File: src/design/psdo_pkg.sv
// Operation
// RULE1 - A pin is an output when its direction bit is one and an input when zero, unless overridden.
// RULE2 - Peripheral overrides never change the stored direction bit, so reads return what software wrote.
// RULE3 - On pin 2 the enabled clock output forces the pin to output.
// RULE4 - On pin 2 the enabled synchronous serial peripheral forces input or output per its own setting.
// RULE5 - On pin 2 the routed first serial interface forces the pin to input when enabled.
// RULE6 - On pin 2 the routed PWM channel forces the pin to output when enabled.
// RULE7 - On pin 2 the routed external trigger leaves the pin direction alone.
// RULE8 - On pins 1 and 0 the enabled async serial unit forces each pin per its own setting.
// RULE9 - On pin 1 the routed LIN transceiver forces output, driving the LIN transmit drive bit.
// RULE10 - Competing overrides resolve by a fixed priority; the direction bit applies only without one.
package psdo_pkg;
  localparam int          PSDO_DATA_W     = 32;
  localparam int          PSDO_ADDR_W     = 4;
  localparam int          PSDO_PORT_W     = 8;
  localparam logic [3:0]  PSDO_OFS_DIR    = 4'h0;
  localparam logic [3:0]  PSDO_OFS_OUT    = 4'h4;
  localparam logic [3:0]  PSDO_OFS_CTRL   = 4'h8;
  localparam logic [3:0]  PSDO_OFS_STAT   = 4'hC;
  localparam logic [7:0]  PSDO_DIR_RST    = 8'h00;
  localparam logic [7:0]  PSDO_OUT_RST    = 8'h00;
  localparam logic [1:0]  PSDO_RESP_OKAY  = 2'h0;
  localparam logic [1:0]  PSDO_RESP_SLVERR = 2'h2;
  // control register fields
  localparam int          PSDO_CTL_CLKOUT = 0;
  localparam int          PSDO_CTL_SPI_EN = 1;
  localparam int          PSDO_CTL_SPI_OE = 2;
  localparam int          PSDO_CTL_SIF1   = 3;
  localparam int          PSDO_CTL_PWM    = 4;
  localparam int          PSDO_CTL_XTRIG  = 5;
  localparam int          PSDO_CTL_ASU_EN = 6;
  localparam int          PSDO_CTL_ASU_O1 = 7;
  localparam int          PSDO_CTL_ASU_O0 = 8;
  localparam int          PSDO_CTL_LIN    = 9;
  localparam int          PSDO_CTL_LINDRV = 10;
  localparam int          PSDO_CTL_W      = 11;
  localparam logic [10:0] PSDO_CTL_RST    = 11'h000;

  typedef struct packed {
    logic [PSDO_PORT_W-1:0] oe;
    logic [PSDO_PORT_W-1:0] dout;
  } psdo_pin_type;
endpackage : psdo_pkg

File: src/design/psdo_resolve.sv
`timescale 1ns/1ns
module psdo_resolve
  import psdo_pkg::*;
(
  // software state
  input  wire logic [PSDO_PORT_W-1:0] dir_bits,
  input  wire logic [PSDO_PORT_W-1:0] out_bits,
  input  wire logic [PSDO_CTL_W-1:0]  ctrl,
  // peripheral drive values
  input  wire logic                   clk_out_val,
  input  wire logic                   spi_out_val,
  input  wire logic                   pwm_out_val,
  input  wire logic [1:0]             asu_out_val,
  // resolved pin state
  output psdo_pin_type                pins
);
  always_comb
  begin
    pins.oe   = dir_bits; // RULE1
    pins.dout = out_bits;
    // pin 2, highest priority first
    if (ctrl[PSDO_CTL_CLKOUT]) // RULE10
    begin
      pins.oe[2]   = 1'b1; // RULE3
      pins.dout[2] = clk_out_val;
    end
    else if (ctrl[PSDO_CTL_SPI_EN])
    begin
      pins.oe[2]   = ctrl[PSDO_CTL_SPI_OE]; // RULE4
      pins.dout[2] = spi_out_val;
    end
    else if (ctrl[PSDO_CTL_SIF1])
    begin
      pins.oe[2]   = 1'b0; // RULE5
      pins.dout[2] = 1'b0;
    end
    else if (ctrl[PSDO_CTL_PWM])
    begin
      pins.oe[2]   = 1'b1; // RULE6
      pins.dout[2] = pwm_out_val;
    end
    // trigger routing touches nothing RULE7
    // pin 1
    if (ctrl[PSDO_CTL_ASU_EN]) // RULE10
    begin
      pins.oe[1]   = ctrl[PSDO_CTL_ASU_O1]; // RULE8
      pins.dout[1] = asu_out_val[1];
    end
    else if (ctrl[PSDO_CTL_LIN])
    begin
      pins.oe[1]   = 1'b1; // RULE9
      pins.dout[1] = ctrl[PSDO_CTL_LINDRV];
    end
    // pin 0
    if (ctrl[PSDO_CTL_ASU_EN])
    begin
      pins.oe[0]   = ctrl[PSDO_CTL_ASU_O0]; // RULE8
      pins.dout[0] = asu_out_val[0];
    end
  end
endmodule : psdo_resolve

File: src/design/psdo_top.sv
`timescale 1ns/1ns
module psdo_top
  import psdo_pkg::*;
#(
  parameter int PORT_W = PSDO_PORT_W
)
(
  // clock and reset
  input  wire logic                   REF_CLK,
  input  wire logic                   RST_B,
  // axi4-lite write address
  input  wire logic                   S_AXI_AWVALID,
  output logic                        S_AXI_AWREADY,
  input  wire logic [PSDO_ADDR_W-1:0] S_AXI_AWADDR,
  // axi4-lite write data
  input  wire logic                   S_AXI_WVALID,
  output logic                        S_AXI_WREADY,
  input  wire logic [PSDO_DATA_W-1:0] S_AXI_WDATA,
  input  wire logic [3:0]             S_AXI_WSTRB,
  // axi4-lite write response
  output logic                        S_AXI_BVALID,
  input  wire logic                   S_AXI_BREADY,
  output logic [1:0]                  S_AXI_BRESP,
  // axi4-lite read
  input  wire logic                   S_AXI_ARVALID,
  output logic                        S_AXI_ARREADY,
  input  wire logic [PSDO_ADDR_W-1:0] S_AXI_ARADDR,
  output logic                        S_AXI_RVALID,
  input  wire logic                   S_AXI_RREADY,
  output logic [PSDO_DATA_W-1:0]      S_AXI_RDATA,
  output logic [1:0]                  S_AXI_RRESP,
  // peripheral drive values
  input  wire logic                   CLK_OUT_VAL,
  input  wire logic                   SPI_OUT_VAL,
  input  wire logic                   PWM_OUT_VAL,
  input  wire logic [1:0]             ASU_OUT_VAL,
  // port pins
  input  wire logic [PORT_W-1:0]      PIN_IN,
  output logic [PORT_W-1:0]           PIN_OUT,
  output logic [PORT_W-1:0]           PIN_OE_B,
  // received level to peripherals
  output logic [PORT_W-1:0]           PIN_LEVEL
);
  // only the documented port width is served
  if (PORT_W != PSDO_PORT_W)
  begin : g_port_w_chk
    $error("psdo_top: PORT_W must equal 8");
  end

  logic [PORT_W-1:0]       dir_r, dir_nxt, out_r, out_nxt;
  logic [PSDO_CTL_W-1:0]   ctrl_r, ctrl_nxt;
  logic                    aw_r, aw_nxt, w_r, w_nxt, bv_r, bv_nxt;
  logic [PSDO_ADDR_W-1:0]  awa_r, awa_nxt;
  logic [PSDO_DATA_W-1:0]  wd_r, wd_nxt;
  logic [3:0]              ws_r, ws_nxt;
  logic [1:0]              bresp_r, bresp_nxt, rresp_r, rresp_nxt;
  logic                    rv_r, rv_nxt;
  logic [PSDO_DATA_W-1:0]  rd_r, rd_nxt;
  logic                    awrdy_r, awrdy_nxt, wrdy_r, wrdy_nxt, ardy_r, ardy_nxt;
  logic [PORT_W-1:0]       pout_r, poe_r, plev_r;
  psdo_pin_type            pins;

  function automatic logic [PSDO_DATA_W-1:0] mergew(input logic [PSDO_DATA_W-1:0] old,
                                                   input logic [PSDO_DATA_W-1:0] dat,
                                                   input logic [3:0] st);
    logic [PSDO_DATA_W-1:0] r;
    r = old;
    for (int i = 0; i < 4; i++)
      if (st[i])
        r[i*8 +: 8] = dat[i*8 +: 8];
    return r;
  endfunction : mergew

  psdo_resolve u_resolve
  (
    .dir_bits    (dir_r),
    .out_bits    (out_r),
    .ctrl        (ctrl_r),
    .clk_out_val (CLK_OUT_VAL),
    .spi_out_val (SPI_OUT_VAL),
    .pwm_out_val (PWM_OUT_VAL),
    .asu_out_val (ASU_OUT_VAL),
    .pins        (pins)
  );

  // write channel and register update
  always_comb
  begin
    logic [PSDO_DATA_W-1:0] m;
    m         = '0;
    aw_nxt    = aw_r;
    w_nxt     = w_r;
    awa_nxt   = awa_r;
    wd_nxt    = wd_r;
    ws_nxt    = ws_r;
    bv_nxt    = bv_r;
    bresp_nxt = bresp_r;
    dir_nxt   = dir_r;
    out_nxt   = out_r;
    ctrl_nxt  = ctrl_r;
    if (S_AXI_AWVALID && !aw_r && !bv_r)
    begin
      aw_nxt  = 1'b1;
      awa_nxt = S_AXI_AWADDR;
    end
    if (S_AXI_WVALID && !w_r && !bv_r)
    begin
      w_nxt  = 1'b1;
      wd_nxt = S_AXI_WDATA;
      ws_nxt = S_AXI_WSTRB;
    end
    if (aw_r && w_r)
    begin
      aw_nxt    = 1'b0;
      w_nxt     = 1'b0;
      bv_nxt    = 1'b1;
      bresp_nxt = PSDO_RESP_OKAY;
      if (awa_r == PSDO_OFS_DIR)
      begin
        m       = mergew({24'h0, dir_r}, wd_r, ws_r);
        dir_nxt = m[PORT_W-1:0]; // RULE2
      end
      else if (awa_r == PSDO_OFS_OUT)
      begin
        m       = mergew({24'h0, out_r}, wd_r, ws_r);
        out_nxt = m[PORT_W-1:0];
      end
      else if (awa_r == PSDO_OFS_CTRL)
      begin
        m        = mergew({21'h0, ctrl_r}, wd_r, ws_r);
        ctrl_nxt = m[PSDO_CTL_W-1:0];
      end
      else if (awa_r != PSDO_OFS_STAT)
        bresp_nxt = PSDO_RESP_SLVERR;
    end
    if (bv_r && S_AXI_BREADY)
      bv_nxt = 1'b0;
    // readies registered so the ports come from flops
    awrdy_nxt = ~aw_nxt & ~bv_nxt;
    wrdy_nxt  = ~w_nxt & ~bv_nxt;
  end

  // read channel
  always_comb
  begin
    rv_nxt    = rv_r;
    rd_nxt    = rd_r;
    rresp_nxt = rresp_r;
    if (rv_r && S_AXI_RREADY)
      rv_nxt = 1'b0;
    else if (!rv_r && S_AXI_ARVALID)
    begin
      rv_nxt    = 1'b1;
      rresp_nxt = PSDO_RESP_OKAY;
      if (S_AXI_ARADDR == PSDO_OFS_DIR)
        rd_nxt = {24'h0, dir_r}; // RULE2
      else if (S_AXI_ARADDR == PSDO_OFS_OUT)
        rd_nxt = {24'h0, out_r};
      else if (S_AXI_ARADDR == PSDO_OFS_CTRL)
        rd_nxt = {21'h0, ctrl_r};
      else if (S_AXI_ARADDR == PSDO_OFS_STAT)
        rd_nxt = {8'h0, plev_r, pout_r, ~poe_r};
      else
      begin
        rd_nxt    = '0;
        rresp_nxt = PSDO_RESP_SLVERR;
      end
    end
    ardy_nxt = ~rv_nxt;
  end

  always_ff @(posedge REF_CLK)
  begin
    if (!RST_B)
    begin
      aw_r    <= 1'b0;
      w_r     <= 1'b0;
      awa_r   <= '0;
      wd_r    <= '0;
      ws_r    <= '0;
      bv_r    <= 1'b0;
      bresp_r <= PSDO_RESP_OKAY;
      dir_r   <= PSDO_DIR_RST;
      out_r   <= PSDO_OUT_RST;
      ctrl_r  <= PSDO_CTL_RST;
      rv_r    <= 1'b0;
      rd_r    <= '0;
      rresp_r <= PSDO_RESP_OKAY;
      awrdy_r <= 1'b1;
      wrdy_r  <= 1'b1;
      ardy_r  <= 1'b1;
      pout_r  <= '0;
      poe_r   <= '1;
      plev_r  <= '0;
    end
    else
    begin
      aw_r    <= aw_nxt;
      w_r     <= w_nxt;
      awa_r   <= awa_nxt;
      wd_r    <= wd_nxt;
      ws_r    <= ws_nxt;
      bv_r    <= bv_nxt;
      bresp_r <= bresp_nxt;
      dir_r   <= dir_nxt;
      out_r   <= out_nxt;
      ctrl_r  <= ctrl_nxt;
      rv_r    <= rv_nxt;
      rd_r    <= rd_nxt;
      rresp_r <= rresp_nxt;
      awrdy_r <= awrdy_nxt;
      wrdy_r  <= wrdy_nxt;
      ardy_r  <= ardy_nxt;
      pout_r  <= pins.dout;
      poe_r   <= ~pins.oe; // RULE1
      plev_r  <= PIN_IN;
    end
  end

  assign S_AXI_AWREADY = awrdy_r;
  assign S_AXI_WREADY  = wrdy_r;
  assign S_AXI_BVALID  = bv_r;
  assign S_AXI_BRESP   = bresp_r;
  assign S_AXI_ARREADY = ardy_r;
  assign S_AXI_RVALID  = rv_r;
  assign S_AXI_RDATA   = rd_r;
  assign S_AXI_RRESP   = rresp_r;
  assign PIN_OUT       = pout_r;
  assign PIN_OE_B      = poe_r;
  assign PIN_LEVEL     = plev_r;
endmodule : psdo_top

File: config.mk
export PLATFORM = sky130hd
export DESIGN_NAME = psdo_top
export DESIGN_NICKNAME = d
export VERILOG_FILES = /design/src/design/psdo_pkg.sv /design/src/design/psdo_resolve.sv /design/src/design/psdo_top.sv
export SDC_FILE = /design/constraint.sdc
export NUM_CORES = 1
export LEC_CHECK = 0
export BUFFER_PORTS_ARGS = -buffer_cell sky130_fd_sc_hd__buf_2
export CORE_ASPECT_RATIO = 0.6
export CORE_UTILIZATION = 30
export CTS_BUF_LIST = sky130_fd_sc_hd__clkbuf_8
export DETAILED_ROUTE_END_ITERATION = 10
export GPL_TIMING_DRIVEN = 0
export PLACE_DENSITY = 0.51
export SETUP_SLACK_MARGIN = 0.1
export SLEW_MARGIN = 20
export SYNTH_ARGS = -nofsm -noshare
export SYNTH_HDL_FRONTEND = slang
export SYNTH_SLANG_ARGS = --single-unit
File: constraint.sdc
create_clock -name REF_CLK -period 1.8 [get_ports REF_CLK]
set_clock_uncertainty 0.2 [all_clocks]
set_input_delay 0.09 -clock REF_CLK [delete_from_list [all_inputs] [get_ports REF_CLK]]
set_output_delay 0.09 -clock REF_CLK [all_outputs]
set_load 0.01 [all_outputs]
==> results.toml, run 1 <==
[grt]
antenna_found_initial = 0
grt_max_degree = 17
grt_usage = 0.172
grt_pass1_wl_mm = 17.7
grt.overflow.total = 0
grt_pass1_vias = 3303

[drt]
drt-initial-drc-count = 171
vias = 3448
drt_wl_total_mm = 11.4
drt_pass1_iterations = 4
wl_per_cell_um = 15.3
drc = 0
routed_via_density = 4.63
ant_nets = 0

[timing]
hold_violations = 0
rsz0062_at_grt = "true"
relSlewSlack = 0.374
fin_crit_ps = 1630
worst_slack_ps = 175
finalCritPeriodShare = 0.903
slew_violations = 0
totalNegativeSetupSlack_ps = 0
setup_viol = 0
tightest_slew_ps = 931
max_freq_mhz = 615

[floorplan]
die-width_um = 151
die_h_um = 91.3
core_area_sq_um = 12900
rows = 32
io_pins = 129
dieArea_sq_um = 13800
initial_core_util = 0.309

[cts]
clkLatencyLatePin_ps = 380
cts_buffers = 9
cts_sinks = 101
cts.reportedPaths.clkPinSlew_ps = 90
cts_tree = "built"
clockRootBuffer = "clkbuf_8"
cts_buffer_depth = 2
h-tree-depth = 3

[power]
powerDensity_nw_per_um2 = 800
seqPwrFrac = 0.547
combPwrFrac = 0.117
p_sw_w = 0.00109
vdd_drop_max_mv = 0.306
p_clk_frac = 0.336
swShare = 0.256
leakage_nw = 2.37
internal_power_w = 0.00317

[min_path]
worstHoldStart = "RST_B"
hold_class = "in2reg"

[outcome]
outcome = "complete, no violations"

[critical_path]
crit_required_ps = 1900
crit_type = "reg2reg"
reg2reg_depth = 5
endpoint_kind = "flop"
critPathArrivalTime_ps = 1720
crit_path_max_fanout = 8
critPathCapture = "dir_r[5]$_SDFFE_PN0P_"
worstReg2RegEnd = "dir_r[5]$_SDFFE_PN0P_"
cp-start-kind = "flop"
reg2reg_slack_ps = 170
cp-startpoint = "w_r$_SDFF_PN0_"
rr_startpoint = "w_r$_SDFF_PN0_"

[layout]
drive_above_1_share = 0.264
final_cell_mix = "dfxtp_1, buf_2, nand2_1, dlygate4sd3_1, mux2i_1"
diodes = 0
fillCellCount = 1338
nets = 634
area_delta_synth_final_pct = 33.7

[yosys]
async_flop_share = 0
ys_ff_latch = 101
synth_top_area_frac = 0.507
syn_area_sq_um = 3990
synth-edff-count = 0
syn_inst = 417
ys_types = 40
ys.flop_type = "dfxtp_1"
yosysWarnings = 0
synth_area_leaders = "dfxtp_1, mux2i_1, nand2_1, a21oi_1, nor2b_1"
syn_area_per_cell_sq_um = 9.56
yosys.area.top_type = "dfxtp_1"
ys_seq_area_frac = 0.507

[placement]
dp_hpwl_mm = 8.57
port_buffers = 93
gp_congestion = 0.818
dp_slack_ps = 26.3

[run]
maxCapViolCount = 0
[per-layer routing]
metal | routed length, um | GRT usage | vias up
li1 | - | - | 1718
met1 | 6050 | 0.260 | 1640
met2 | 4550 | 0.237 | 82
met3 | 716 | 0.0432 | 8
met4 | 112 | 0.0400 | 0
met5 | 0 | 0 | -
[kinds of logic after synthesis]
kind of cell / count (synthesis) / synth area share
simple gates: 151 / 0.197
buf+inv: 50 / 0.0669
compound gates: 74 / 0.122
other cells: 1 / 0.000941
mux: 40 / 0.106
flops: 101 / 0.507
[state kept, by name (all words and copies together), names as in the netlist, 2 cells and up]
register / count
ws_r: 2
PIN_OUT: 8
wd_r: 11
PIN_OE_B: 8
awa_r: 4
S_AXI_RDATA: 24
dir_r: 8
ctrl_r: 11
out_r: 8
PIN_LEVEL: 8
[cell usage after synthesis, drive strengths merged (3+ instances only)]
cell and count:
dfxtp 101, nand2 72, mux2i 35, a21oi 27, buf 24, nor2b 21
clkbuf 18, a21boi 17, a32oi 13, nor2 11, and2 10, o21ai 10
and3 8, inv 8, or4 7, nand3 5, mux2 4, nor3b 4
nand2b 3
[power groups by stage]
stage	clock network, W	registers [W]	logic [W]
after floorplan	0	0.00239	0.000237
after CTS	0.00147	0.00233	0.000482
final	0.00143	0.00233	0.000499
after global routing	0.00157	0.00234	0.000548
after detailed placement	0	0.00238	0.000415
after global placement	0	0.00238	0.000411
[through the flow]
stage,power (W),hold slack (ps),util,instances,area (sq um)
after floorplan,0.00263,17.3,-,426,4020
after global placement,0.00279,96.2,0.364,689,4700
after detailed placement,0.00280,98.1,0.364,689,4700
after CTS,0.00429,3.86,0.409,743,5280
after global routing,0.00446,19.3,0.413,745,5330
final,0.00426,17.4,0.413,745,5330
[area by class of cell]
| cell class | instances | area (sq um) | share of cell area |
|---|---|---|---|
| Sequential cell | 101 | 2020 | 0.380 |
| Multi-Input combinational cell | 275 | 1740 | 0.326 |
| Timing Repair Buffer | 133 | 861 | 0.162 |
| Buffer | 42 | 274 | 0.0514 |
| Tap cell | 170 | 213 | 0.0399 |
| Clock buffer | 9 | 124 | 0.0232 |
| Clock inverter | 7 | 67.6 | 0.0127 |
| Inverter | 8 | 30.0 | 0.00563 |
[worst max-delay path, stage by stage (launching register included)]
cell and delay, ps:
dfxtp_2 330, buf_6 120, and4bb_2 280, and4bb_2 260, buf_8 160, mux2i_1 210
[what timing repair did]
| action | CTS | global route |
|---|---|---|
| hold endpoints to repair | 43 | 0 |
| setup buffers | 0 | 2 |
| pin swaps | 1 | 1 |
| setup endpoints to repair | 23 | 42 |
| resized for setup | 4 | 21 |
| hold buffers | 38 | 0 |
[how the worst min path moves through the flow]
stage	depth (start not counted)	slack, ps	endpoint
floorplan	1	20	PIN_LEVEL[0]$_SDFF_PN0_
global placement	2	100	PIN_LEVEL[3]$_SDFF_PN0_
detailed placement	2	100	PIN_LEVEL[6]$_SDFF_PN0_
CTS	4	4	S_AXI_RDATA[0]$_SDFFE_PN0P_
global route	2	20	S_AXI_RDATA[10]$_SDFFE_PN0P_
finish	2	20	w_r$_SDFF_PN0_
(Power assumes the default switching activity.)
==> run 2, diff against run 1 <==
CAP_MARGIN = 20   (was default)
SETUP_SLACK_MARGIN = 0.3   (was 0.1)
==> run 2 against run 1 <==
- utilization up 1.7 points
- sequential cell count unchanged
- combinational power up 13%
- routed wire length up 4.6%
- largest power group unchanged
- critical path depth unchanged
- final cell count up 0.67%
- clock power up 26%
- via count up 2.0%
- sequential share of layout area down 1.4 points
==> results.toml, run 2 (synthesis results as in run 1) <==
[timing]
setup_viol = 0
max_freq_mhz = 617
hold_violations = 0
slew_violations = 0
tightest_slew_ps = 811
totalNegativeSetupSlack_ps = 0
finalCritPeriodShare = 0.900
relSlewSlack = 0.455
worst_slack_ps = 179
rsz0062_at_grt = "true"
fin_crit_ps = 1620

[drt]
routed_via_density = 4.69
wl_met3_um = 666
wl_met1_mm = 6.37
drc = 0
drt_pass1_iterations = 4
wl_per_cell_um = 15.9
ant_nets = 0
wl_met2_mm = 4.84
vias = 3518
top_layer_used = "met4"
drt-initial-drc-count = 174
drt_wl_total_mm = 12.0

[power]
p_clk_frac = 0.383
internal_power_w = 0.00358
seqPwrFrac = 0.497
leakage_nw = 2.48
p_sw_w = 0.00111
combPwrFrac = 0.120
powerDensity_nw_per_um2 = 846
swShare = 0.237
vdd_drop_max_mv = 0.477

[critical_path]
cp-start-kind = "flop"
crit_type = "reg2reg"
cp_top_family = "simple AND/OR/NAND/NOR gates"
rr_startpoint = "w_r$_SDFF_PN0_"
cp_slowest_stage_delay_ps = 330
reg2reg_slack_ps = 180
worst-path-buf-inv = 2
endpoint_kind = "flop"
path_cells = "clkbuf_8 > and4bb_2 > and4bb_2 > buf_12 > mux2i_2"
crit_top_cell = "and4bb_2"
crit_required_ps = 1900
crit_path_max_fanout = 8
cp-startpoint = "w_r$_SDFF_PN0_"
slowest_stage = "dfxtp_2"
critPathArrivalTime_ps = 1720

[cts]
cts_buffers = 9
cts_tree = "built"
clkLatencyLatePin_ps = 370
h-tree-depth = 3
cts_sinks = 101
cts_buffer_depth = 2
clockRootBuffer = "clkbuf_8"
cts.reportedPaths.clkPinSlew_ps = 100

[grt]
grt_usage = 0.179
grt_pass1_vias = 3489
grt.overflow.total = 0
grt_pass1_wl_mm = 18.5
antenna_found_initial = 0
grt_max_degree = 17

[placement]
dp_slack_ps = 51.6
gp_congestion = 0.785
port_buffers = 93
place_area_sq_um = 4730
dp_hpwl_mm = 8.63

[outcome]
outcome = "complete, no violations"

[layout]
drive_above_1_share = 0.293
largest_register_ffs = 24
fin_area_sq_um = 5550
nets = 639
fillCellCount = 1289
diodes = 0
final_cell_mix = "dfxtp_1, buf_2, nand2_1, dlygate4sd3_1, mux2i_1"
final_common_cell = "dfxtp_1"
area_delta_synth_final_pct = 39.2

[run]
maxCapViolCount = 0

[floorplan]
die_h_um = 91.3
core_area_sq_um = 12900
rows = 32
die-width_um = 151
dieArea_sq_um = 13800
io_pins = 129
initial_core_util = 0.309

[min_path]
worstHoldStart = "S_AXI_ARADDR[1]"
hold_class = "in2reg"
[run 2: layout make-up]
class	count	area [sq um]	area share
multi-input cells	275	1770	0.319
flip-flops and latches	101	2030	0.365
inverters	8	30.0	0.00541
well taps	170	213	0.0383
clock inverters	5	106	0.0192
plain buffers	42	329	0.0593
clock buffers	11	151	0.0273
repair buffers	138	925	0.167
[run 2: worst paths after layout]
check,cells past startpoint,endpoint
max,5,dir_r[2]$_SDFFE_PN0P_
min,4,S_AXI_RDATA[1]$_SDFFE_PN0P_
max reg2reg,5,dir_r[2]$_SDFFE_PN0P_
min reg2reg,1,PIN_OE_B[3]$_SDFF_PN1_
[run 2: repair_timing]
action / in CTS / in global routing
pin swaps: 11 / 5
resized for setup: 30 / 22
hold endpoints to repair: 47 / 0
hold buffers: 38 / 0
gates cloned: 1 / 1
setup buffers: 3 / 2
setup endpoints to repair: 63 / 66
[run 2: metal layers]
layer  global-route usage  vias up
met4               0.0408        0
met1                0.273     1703
met2                0.246       84
met3               0.0452        8
li1                     -     1723
met5                    0        -
[run 2: worst register-to-register path, delay by kind of cell (launching register included)]
kind,cells,cell delay [ps]
AND/OR/NAND/NOR,2,550
buffers and inverters,2,270
flip-flops,1,330
multiplexers,1,200
[run 2: through the flow]
step	std cells	utilization	hold WS (ps)	total power, W
2_1_floorplan	426	-	17.3	0.00264
3_3_place_gp	689	0.367	97.3	0.00280
3_5_place_dp	689	0.367	105	0.00281
4_1_cts	747	0.426	-4.38	0.00469
5_1_grt	750	0.431	33.1	0.00489
6_report	750	0.431	14.3	0.00469
[run 2: power by group through the flow]
stage	combinational (W)	sequential, W	clock [W]
2_1_floorplan	0.000245	0.00239	0
3_3_place_gp	0.000420	0.00238	0
3_5_place_dp	0.000427	0.00238	0
4_1_cts	0.000540	0.00233	0.00182
5_1_grt	0.000613	0.00234	0.00193
6_report	0.000563	0.00233	0.00180
